`src/rtl/adcc_pkg.sv`:
```
package adcc_pkg;
    // register byte addresses
    localparam logic [5:0] OFF_MAIN = 6'h00;
    localparam logic [5:0] OFF_REF = 6'h01;
    localparam logic [5:0] OFF_AVG = 6'h02;
    localparam logic [5:0] OFF_SAMP = 6'h03;
    localparam logic [5:0] OFF_CONV_LO = 6'h04;
    localparam logic [5:0] OFF_CONV_HI = 6'h05;
    localparam logic [5:0] OFF_STATUS = 6'h19;
    // field positions
    localparam int MAIN_SOFT_RESET_BIT = 0;
    localparam int MAIN_ENABLE = 1;
    localparam int MAIN_RUNSTBY = 2;
    localparam int REF_COMP = 7;
    localparam int REF_SEL_LSB = 0;
    localparam int AVG_SHIFT_LSB = 4;
    localparam int AVG_NUM_LSB = 0;
    localparam int CONV_DIFF = 0;
    localparam int CONV_LEFT = 1;
    localparam int CONV_FREE = 2;
    localparam int CONV_CORR = 3;
    localparam int CONV_RES_LSB = 4;
    localparam int STATUS_BUSY = 7;
    // writable-bit masks, reserved bits stay zero
    localparam logic [7:0] MAIN_MASK = 8'h07;
    localparam logic [7:0] REF_MASK = 8'h8F;
    localparam logic [7:0] AVG_MASK = 8'h7F;
    localparam logic [7:0] SAMP_MASK = 8'h3F;
    localparam logic [7:0] CONV_LO_MASK = 8'h3F;
    localparam logic [7:0] CONV_HI_MASK = 8'h07;
    localparam logic [7:0] REG_RESET = 8'h00;
    // limits and encodings
    localparam logic [3:0] AVG_NUM_MAX = 4'hA;
    localparam logic [1:0] RES_12 = 2'h0;
    localparam logic [1:0] RES_16 = 2'h1;
    localparam logic [1:0] RES_10 = 2'h2;
    localparam logic [1:0] RES_8 = 2'h3;
    localparam logic [1:0] SZ_8 = 2'h0;
    localparam logic [1:0] SZ_16 = 2'h1;
    localparam logic [1:0] SZ_32 = 2'h2;
    // timing
    localparam logic [2:0] SYNC_CYCLES = 3'h3;
    localparam logic [8:0] PRESC_BASE = 9'h004;
    localparam logic [8:0] HALF_BASE = 9'h002;
    localparam int GAIN_FRAC = 11;

    typedef struct packed {
        logic [5:0] addr;
        logic [31:0] wdata;
        logic [1:0] size;
        logic wr;
        logic rd;
    } adcc_bus_req_t;

    typedef struct packed {
        logic [3:0] ref_sel;
        logic ref_comp;
        logic differential;
        logic [1:0] resolution;
    } adcc_core_cfg_t;

    typedef enum logic [3:0] {
        ST_IDLE = 4'b0001,
        ST_SAMPLE = 4'b0010,
        ST_CONVERT = 4'b0100,
        ST_CORRECT = 4'b1000
    } adcc_state_t;
endpackage : adcc_pkg

```
`src/rtl/adcc_ctrl.sv`:
```
`timescale 1ns/10ps
module adcc_ctrl
    import adcc_pkg::*;
(
    input wire logic sys_clk_i,
    input wire logic resetn_i,
    input wire adcc_bus_req_t bus_i,
    output logic [31:0] rdata_o,
    input wire logic prot_lock_i,
    input wire logic standby_i,
    input wire logic start_i,
    input wire logic conv_done_i,
    input wire logic [11:0] conv_data_i,
    input wire logic [11:0] gain_corr_i,
    input wire logic [11:0] offset_corr_i,
    output logic sync_busy_o,
    output logic enabled_o,
    output logic sample_o,
    output logic conv_start_o,
    output adcc_core_cfg_t core_cfg_o,
    output logic [15:0] result_o,
    output logic result_valid_o
);

    logic run_stby_reg, enable_reg, enable_act_reg, soft_reset_bit_reg;
    logic [7:0] ref_reg, avg_reg, samp_reg, conv_lo_reg, conv_hi_reg;
    logic [7:0] conv_lo_act_reg, conv_hi_act_reg;
    logic [2:0] sync_cnt_reg;
    logic hold_v_reg;
    adcc_bus_req_t hold_reg, ew;
    logic stby_meta_reg, stby_reg;
    logic busy, rel, take, touch_sync, wr_ok, soft_reset_bit_wr, gen_wr;
    logic sync_start, sync_done, soft_clear, clr, conv_wr_ok;
    logic [7:0] main_wb;

    // true when byte register off is covered by request r
    function automatic logic wr_hit(input adcc_bus_req_t r,
                                    input logic [5:0] off);
        logic [5:0] d;
        d = off - r.addr;
        return r.wr && (d < (6'h01 << r.size));
    endfunction : wr_hit

    // data lane that lands on byte register off
    function automatic logic [7:0] wr_byte(input adcc_bus_req_t r,
                                           input logic [5:0] off);
        logic [5:0] d;
        d = off - r.addr;
        return r.wdata[{d[1:0], 3'b000} +: 8];
    endfunction : wr_byte

    // sync arbitration: a synced write seen while busy waits in hold
    always_comb
    begin
        touch_sync = wr_hit(bus_i, OFF_MAIN) || wr_hit(bus_i, OFF_CONV_LO)
                     || wr_hit(bus_i, OFF_CONV_HI);
        busy = (sync_cnt_reg != 3'h0) || hold_v_reg;
        rel = hold_v_reg && (sync_cnt_reg == 3'h0);
        take = bus_i.wr && ((busy && touch_sync) || rel);
        ew = '0;
        if (rel)
            ew = hold_reg;
        else if (bus_i.wr && !take)
            ew = bus_i;
        wr_ok = ew.wr && !prot_lock_i;
        main_wb = wr_byte(ew, OFF_MAIN);
        soft_reset_bit_wr = wr_ok && wr_hit(ew, OFF_MAIN) && main_wb[MAIN_SOFT_RESET_BIT];
        gen_wr = wr_ok && !soft_reset_bit_wr;
        sync_start = wr_ok && (wr_hit(ew, OFF_MAIN)
                     || wr_hit(ew, OFF_CONV_LO) || wr_hit(ew, OFF_CONV_HI));
        sync_done = (sync_cnt_reg == 3'h1);
        soft_clear = sync_done && soft_reset_bit_reg;
        clr = !resetn_i || soft_clear;
        conv_wr_ok = !enable_reg && !enable_act_reg;
    end

    // one-deep hold so the master is never stalled
    always_ff @(posedge sys_clk_i)
    begin
        if (!resetn_i)
        begin
            hold_v_reg <= 1'b0;
            hold_reg <= '0;
        end
        else if (take)
        begin
            hold_v_reg <= 1'b1;
            hold_reg <= bus_i;
        end
        else if (rel)
            hold_v_reg <= 1'b0;
    end

    // fixed-latency handover into the converter side
    always_ff @(posedge sys_clk_i)
    begin
        if (!resetn_i)
            sync_cnt_reg <= 3'h0;
        else if (sync_start)
            sync_cnt_reg <= SYNC_CYCLES;
        else if (sync_cnt_reg != 3'h0)
            sync_cnt_reg <= sync_cnt_reg - 3'h1;
    end

    // main control and software-visible configuration
    always_ff @(posedge sys_clk_i)
    begin
        if (clr)
        begin
            run_stby_reg <= 1'b0;
            enable_reg <= 1'b0;
            soft_reset_bit_reg <= 1'b0;
            ref_reg <= REG_RESET;
            avg_reg <= REG_RESET;
            samp_reg <= REG_RESET;
            conv_lo_reg <= REG_RESET;
            conv_hi_reg <= REG_RESET;
        end
        else if (soft_reset_bit_wr)
            soft_reset_bit_reg <= 1'b1;
        else if (gen_wr)
        begin
            if (wr_hit(ew, OFF_MAIN))
            begin
                run_stby_reg <= main_wb[MAIN_RUNSTBY];
                enable_reg <= main_wb[MAIN_ENABLE];
            end
            if (wr_hit(ew, OFF_REF))
                ref_reg <= wr_byte(ew, OFF_REF) & REF_MASK;
            if (wr_hit(ew, OFF_AVG))
                avg_reg <= wr_byte(ew, OFF_AVG) & AVG_MASK;
            if (wr_hit(ew, OFF_SAMP))
                samp_reg <= wr_byte(ew, OFF_SAMP) & SAMP_MASK;
            if (wr_hit(ew, OFF_CONV_LO) && conv_wr_ok)
                conv_lo_reg <= wr_byte(ew, OFF_CONV_LO) & CONV_LO_MASK;
            if (wr_hit(ew, OFF_CONV_HI) && conv_wr_ok)
                conv_hi_reg <= wr_byte(ew, OFF_CONV_HI) & CONV_HI_MASK;
        end
    end

    // values the converter really uses, updated only at sync end
    always_ff @(posedge sys_clk_i)
    begin
        if (clr)
        begin
            enable_act_reg <= 1'b0;
            conv_lo_act_reg <= REG_RESET;
            conv_hi_act_reg <= REG_RESET;
        end
        else if (sync_done)
        begin
            enable_act_reg <= enable_reg;
            conv_lo_act_reg <= conv_lo_reg;
            conv_hi_act_reg <= conv_hi_reg;
        end
    end

    // register read map, unmapped bytes read zero
    function automatic logic [7:0] rd_byte(input logic [5:0] a);
        unique case (a)
            OFF_MAIN: rd_byte = {5'h00, run_stby_reg, enable_reg,
                                 soft_reset_bit_reg};
            OFF_REF: rd_byte = ref_reg;
            OFF_AVG: rd_byte = avg_reg;
            OFF_SAMP: rd_byte = samp_reg;
            OFF_CONV_LO: rd_byte = conv_lo_reg;
            OFF_CONV_HI: rd_byte = conv_hi_reg;
            OFF_STATUS: rd_byte = {busy, 7'h00};
            default: rd_byte = 8'h00;
        endcase
    endfunction : rd_byte

    // read data stand exactly one cycle after the strobe
    always_ff @(posedge sys_clk_i)
    begin
        if (!resetn_i)
            rdata_o <= 32'h0000_0000;
        else if (bus_i.rd)
        begin
            for (int k = 0; k < 4; k++)
                rdata_o[8*k +: 8] <= (k < (1 << bus_i.size)) ?
                    rd_byte(bus_i.addr + 6'(k)) : 8'h00;
        end
        else
            rdata_o <= 32'h0000_0000;
    end

    // standby comes from the power domain, two flops before use
    always_ff @(posedge sys_clk_i)
    begin
        if (!resetn_i)
        begin
            stby_meta_reg <= 1'b0;
            stby_reg <= 1'b0;
        end
        else
        begin
            stby_meta_reg <= standby_i;
            stby_reg <= stby_meta_reg;
        end
    end

    // converter side
    adcc_state_t state_reg;
    logic running, htick;
    logic [8:0] presc_cnt_reg, presc_last, half_mask;
    logic [5:0] samp_cnt_reg;
    logic [10:0] n_cnt_reg, n_last;
    logic [21:0] acc_reg, acc_sum;
    logic [3:0] extra_reg, num_eff;
    logic [15:0] avg16, corr16, fmt16;
    logic signed [17:0] diff_s;
    logic signed [30:0] prod_s, scaled_s;

    always_comb
    begin
        running = enable_act_reg && !(stby_reg && !run_stby_reg);
        presc_last = (PRESC_BASE << conv_hi_act_reg[2:0]) - 9'h001;
        half_mask = (HALF_BASE << conv_hi_act_reg[2:0]) - 9'h001;
        htick = (presc_cnt_reg & half_mask) == half_mask;
        num_eff = (avg_reg[AVG_NUM_LSB +: 4] > AVG_NUM_MAX) ?
                  AVG_NUM_MAX : avg_reg[AVG_NUM_LSB +: 4];
        n_last = (11'h001 << num_eff) - 11'h001;
        acc_sum = acc_reg + {10'h000, conv_data_i};
    end

    // converter clock prescaler, restarted for each sampling window so
    // every window is whole half-periods long, not cut by a stale phase
    always_ff @(posedge sys_clk_i)
    begin
        if (clr || !running || state_reg != ST_SAMPLE)
            presc_cnt_reg <= 9'h000;
        else if (presc_cnt_reg == presc_last)
            presc_cnt_reg <= 9'h000;
        else
            presc_cnt_reg <= presc_cnt_reg + 9'h001;
    end

    // sample, convert, accumulate, correct
    always_ff @(posedge sys_clk_i)
    begin
        if (clr || !running)
        begin
            state_reg <= ST_IDLE;
            samp_cnt_reg <= 6'h00;
            n_cnt_reg <= 11'h000;
            acc_reg <= 22'h000000;
            extra_reg <= 4'h0;
        end
        else
        begin
            unique case (state_reg)
                ST_IDLE:
                    if (start_i)
                    begin
                        state_reg <= ST_SAMPLE;
                        samp_cnt_reg <= 6'h00;
                        n_cnt_reg <= 11'h000;
                        acc_reg <= 22'h000000;
                    end
                ST_SAMPLE:
                    if (htick)
                    begin
                        if (samp_cnt_reg == samp_reg[5:0])
                            state_reg <= ST_CONVERT;
                        else
                            samp_cnt_reg <= samp_cnt_reg + 6'h01;
                    end
                ST_CONVERT:
                    if (conv_done_i)
                    begin
                        acc_reg <= acc_sum;
                        samp_cnt_reg <= 6'h00;
                        if (n_cnt_reg == n_last)
                        begin
                            state_reg <= ST_CORRECT;
                            extra_reg <= conv_lo_act_reg[CONV_CORR] ?
                                offset_corr_i[3:0] : 4'h0;
                        end
                        else
                        begin
                            n_cnt_reg <= n_cnt_reg + 11'h001;
                            state_reg <= ST_SAMPLE;
                        end
                    end
                ST_CORRECT:
                    if (extra_reg != 4'h0)
                        extra_reg <= extra_reg - 4'h1;
                    else if (conv_lo_act_reg[CONV_FREE])
                    begin
                        state_reg <= ST_SAMPLE;
                        n_cnt_reg <= 11'h000;
                        acc_reg <= 22'h000000;
                    end
                    else
                        state_reg <= ST_IDLE;
                default:
                    state_reg <= ST_IDLE;
            endcase
        end
    end

    // averaging, optional gain and offset trim, then formatting
    always_comb
    begin
        avg16 = 16'((acc_reg >> avg_reg[AVG_SHIFT_LSB +: 3]));
        diff_s = $signed({2'b00, avg16})
                 - $signed({{6{offset_corr_i[11]}}, offset_corr_i});
        prod_s = diff_s * $signed({1'b0, gain_corr_i});
        scaled_s = prod_s >>> GAIN_FRAC;
        if (!conv_lo_act_reg[CONV_CORR])
            corr16 = avg16;
        else if (scaled_s < 0)
            corr16 = 16'h0000;
        else if (scaled_s > 31'sh0000FFFF)
            corr16 = 16'hFFFF;
        else
            corr16 = scaled_s[15:0];
        unique case (conv_lo_act_reg[CONV_RES_LSB +: 2])
            RES_16: fmt16 = corr16;
            RES_10: fmt16 = conv_lo_act_reg[CONV_LEFT] ?
                {corr16[11:2], 6'h00} : {6'h00, corr16[11:2]};
            RES_8: fmt16 = conv_lo_act_reg[CONV_LEFT] ?
                {corr16[11:4], 8'h00} : {8'h00, corr16[11:4]};
            default: fmt16 = conv_lo_act_reg[CONV_LEFT] ?
                {corr16[11:0], 4'h0} : {4'h0, corr16[11:0]};
        endcase
    end

    // result register and its one-cycle valid pulse
    always_ff @(posedge sys_clk_i)
    begin
        if (clr)
        begin
            result_o <= 16'h0000;
            result_valid_o <= 1'b0;
        end
        else if (running && state_reg == ST_CORRECT && extra_reg == 4'h0)
        begin
            result_o <= fmt16;
            result_valid_o <= 1'b1;
        end
        else
            result_valid_o <= 1'b0;
    end

    // conversion request to the core, pulsed as sampling ends
    always_ff @(posedge sys_clk_i)
    begin
        if (clr || !running)
            conv_start_o <= 1'b0;
        else
            conv_start_o <= state_reg == ST_SAMPLE && htick
                            && samp_cnt_reg == samp_reg[5:0];
    end

    // core configuration: differential and resolution follow the synced copies, reference fields come straight from ref_reg
    always_comb
    begin
        core_cfg_o.ref_sel = ref_reg[REF_SEL_LSB +: 4];
        core_cfg_o.ref_comp = ref_reg[REF_COMP];
        core_cfg_o.differential = conv_lo_act_reg[CONV_DIFF];
        core_cfg_o.resolution = conv_lo_act_reg[CONV_RES_LSB +: 2];
        sync_busy_o = busy;
        enabled_o = enable_act_reg;
        sample_o = state_reg == ST_SAMPLE;
    end
endmodule : adcc_ctrl

```
`config.mk`:
```
export PLATFORM = sky130hd
export DESIGN_NAME = adcc_ctrl
export DESIGN_NICKNAME = d
export VERILOG_FILES = /design/src/rtl/adcc_pkg.sv /design/src/rtl/adcc_ctrl.sv
export SDC_FILE = /design/constraint.sdc
export NUM_CORES = 1
export LEC_CHECK = 0
export ABC_AREA = 1
export BUFFER_PORTS_ARGS = -buffer_cell sky130_fd_sc_hd__buf_2
export CELL_PAD_IN_SITES_DETAIL_PLACEMENT = 0
export CELL_PAD_IN_SITES_GLOBAL_PLACEMENT = 1
export CORE_ASPECT_RATIO = 1.75
export CORE_UTILIZATION = 46
export DETAILED_ROUTE_END_ITERATION = 6
export GPL_ROUTABILITY_DRIVEN = 0
export HOLD_SLACK_MARGIN = 0.1
export MAX_ROUTING_LAYER = met4
export PLACE_DENSITY_LB_ADDON = 0.15
export SYNTH_ARGS = -nofsm -noshare
export SYNTH_HDL_FRONTEND = slang
export SYNTH_SLANG_ARGS = --single-unit
```
`constraint.sdc`:
```
create_clock -name sys_clk_i -period 10.2 [get_ports sys_clk_i]
set_input_delay 1.53 -clock sys_clk_i [delete_from_list [all_inputs] [get_ports sys_clk_i]]
set_output_delay 1.53 -clock sys_clk_i [all_outputs]
set_load 0.005 [all_outputs]
```
==> flow_metrics.env <==
export IMPL_status="finished, final reports clean"
export IMPL_period_share_pct=91.8
export IMPL_final_hold_viol_count=0
export IMPL_die_x_um=167
export IMPL_final_max_slew_viol_count=0
export IMPL_tightest_slew_ns=1.06
export IMPL_fin_setup_tns_ns=0
export IMPL_finalCriticalPeriod_ns=9.36
export IMPL_clock_latency_ns=0.47
export IMPL_path_delay_family="adder cells"
export IMPL_drt_iter0_markers=1240
export IMPL_worstHoldStart="hold_reg[32]$_SDFFE_PN0P_"
export IMPL_grt_pass1_vias=22100
export IMPL_clockBufferDepth=2
export IMPL_crit_path_start_kind="flip-flop"
export IMPL_ys_flop_type="dfxtp_1"
export IMPL_crit_arrival_ns=9.71
export IMPL_rsz0062_at_grt="false"
export IMPL_num_nets_final=3736
export IMPL_synth_edf_count=0
export IMPL_yosys_register_bits=193
export IMPL_dr_total_vias=21500
export IMPL_cp_end_kind="flip-flop"
export IMPL_syn_area_mm2=0.0218
export IMPL_maxSlewHeadroom_pct=28.2
export IMPL_synth_fp_nets=3635
export IMPL_core_mm2=0.0469
export IMPL_ios=145
export IMPL_synth_cells=3208
export IMPL_skew_ns=0.0163
export IMPL_grt_pass1_wl_mm=118
export IMPL_netlist_area_leader_share_pct=18.1
export IMPL_ys_types=60
export IMPL_cts_buffers=17
export IMPL_critical_path_buf_inv_count=10
export IMPL_avgRoutedWirePerCell_um=19.1
export IMPL_criticalPathCategory="reg2reg"
export IMPL_timing_rr_start="avg_reg[5]$_SDFFE_PP0P_"
export IMPL_clk_pin_slew_ns=0.08
export IMPL_grt_usage_pct=32.4
export IMPL_slowest_delay_ns=0.61
export IMPL_layout_drive_gt1_share_pct=9.21
export IMPL_grt_start_max_net_pins=53
export IMPL_globalRouteOverflowTotal=0
export IMPL_worst_ep_required_time_ns=10.55
export IMPL_cts_tree="yes"
export IMPL_layout_cells_non_filler=3910
export IMPL_antenna_left=0
export IMPL_synth_most_common_cell="nand2_1"
export IMPL_clockRootBuffer="clkbuf_16"
export IMPL_area_delta_synth_final_pct=8.62
export IMPL_dieArea_mm2=0.0484
export IMPL_leakage_nw=11.4
export IMPL_n_fill_cell=4919
export IMPL_finalSetupViolCount=0
export IMPL_viasPerCell=5.50
export IMPL_drcViolationCount=0
export IMPL_rrSetupSlack_ns=0.84
export IMPL_drtPass1Iterations=5
export IMPL_synthTopCellsByCount="713 x nand2_1, 569 x inv_1, 333 x nor2_1"
export IMPL_utilization_pct=50.6
export IMPL_clock_fmax_ghz=0.107
export IMPL_htree_levels=4
export IMPL_synth_yosys_seq_area_share_pct=17.7
export IMPL_avgSynthCellArea_um2=6.81
export IMPL_fp_dieH_um=290
export IMPL_rr_worst_depth=50
export IMPL_peakVddDrop_v=0.000303
export IMPL_hold_depth=2
export IMPL_rows=105
export IMPL_yosysTopAreaCell="fa_1"
export IMPL_cpMostUsedCell="nand2_1"
export IMPL_io_buffers=144
export IMPL_initial_core_util_pct=46.6
export IMPL_drt_wl_total_mm=74.6
export IMPL_regArea_mm2=0.00386
export IMPL_yosys_warnings=0
export IMPL_timing_rr_end="result_o[5]$_SDFFE_PP0P_"
export IMPL_synth_area_leaders="fa_1 18%, dfxtp_1 18%, nand2_1 12%"
export IMPL_hold_end="hold_reg[32]$_SDFFE_PN0P_"
export IMPL_async_reset_ff_share_pct=0
export IMPL_diodes=0
export IMPL_max_cap_violations=0
export IMPL_antenna_found_initial=0
export IMPL_multi_input_area_mm2=0.0154
export IMPL_hp_class="reg2reg"
export IMPL_dpl_cell_count=3878
export IMPL_power_density_mw_per_mm2=318
export IMPL_power_w=0.00754
export IMPL_clkSinkCount=193
export IMPL_post_cts_setup_buffers=0
export IMPL_largest_register_ffs=41
export IMPL_crit_fanout=20
export IMPL_post_dp_hpwl_mm=62.1
export IMPL_cpMaxStageDelayCell="fa_1"
export IMPL_placed_cell_area_mm2=0.0231
export IMPL_stdcell_area_mm2=0.0237
-- stage by stage --
step / setup slack [ns] / hold slack [ns]
floorplan: 1.73 / 0.390
global placement: 0.643 / 0.434
detailed placement: 0.540 / 0.440
CTS: 0.677 / 0.453
global route: 0.00410 / 0.474
finish: 0.838 / 0.450
-- layout make-up --
class / instances / share of cell area (%)
Multi-Input combinational cell: 2335 / 64.8
Clock inverter: 14 / 0.691
Clock buffer: 18 / 1.85
Sequential cell: 193 / 16.3
Inverter: 589 / 9.36
Tap cell: 588 / 3.10
Timing Repair Buffer: 173 / 3.95
-- layer usage --
metal / up-vias / track usage [%] / routed length [um]
li1: 10300 / - / -
met1: 10200 / 29.9 / 25600
met2: 693 / 58.9 / 38800
met3: 316 / 3.75 / 2720
met4: 0 / 27.9 / 7490
met5: - / - / 0
-- cell usage in the layout, fill, tap and decap left out, types with 10 or more instances in the layout --
cell	count
mux2i_1	11
ha_1	146
a21oi_1	223
clkbuf_16	17
xnor2_1	18
xor2_1	55
nand3_1	150
buf_2	144
nand2_1	712
inv_2	14
nand4_1	31
buf_4	29
nor2_1	333
fa_1	197
inv_1	566
dfxtp_1	192
o211ai_1	11
or2_2	42
a31oi_1	13
o21a_1	10
o21ai_0	202
o22ai_1	18
nor3_1	39
-- kinds of logic after synthesis --
family,count (synthesis),share of synthesized area (%)
DFF,193,17.7
adders and majority gates,343,26.4
muxes,11,0.504
xor gates and xnor gates,73,2.93
AOI/OAI and AO/OA,547,13.9
buffers and inverters,680,12.0
and+or+nand+nor,1361,26.5
-- worst max path at each step --
stage / startpoint / to / slack [ns] / depth (start not counted)
after floorplan: offset_corr_i[0] / result_o[3]$_SDFFE_PP0P_ / 1.73 / 47
after global placement: offset_corr_i[0] / result_o[5]$_SDFFE_PP0P_ / 0.64 / 47
after detailed placement: offset_corr_i[0] / result_o[5]$_SDFFE_PP0P_ / 0.54 / 50
after CTS: avg_reg[5]$_SDFFE_PP0P_ / result_o[5]$_SDFFE_PP0P_ / 0.68 / 47
after global routing: avg_reg[4]$_SDFFE_PP0P_ / result_o[5]$_SDFFE_PP0P_ / 0.004 / 52
final: avg_reg[5]$_SDFFE_PP0P_ / result_o[5]$_SDFFE_PP0P_ / 0.84 / 50
-- what timing repair did --
item / in CTS / in global routing
resized for setup: 0 / 7
hold buffers: 0 / 0
endpoints found under the setup margin: 0 / 12
-- power by group --
group,leakage (nW),switching [W],internal [W]
clock,0.295,0.000349,0.000357
sequential,1.56,0.0000236,0.000785
combinational,9.58,0.00392,0.00211
-- worst register-to-register path: cells and delay by family (launching register included) --
kind                     cells  cell delay (ns)
AND/OR/NAND/NOR             20             2.20
buffers and inverters       10             0.91
AO/OA/AOI/OAI               13             2.37
adder cells (fa/ha/maj)      7             3.37
flip-flops                   1             0.38
Power figures use the tool's default switching activity.
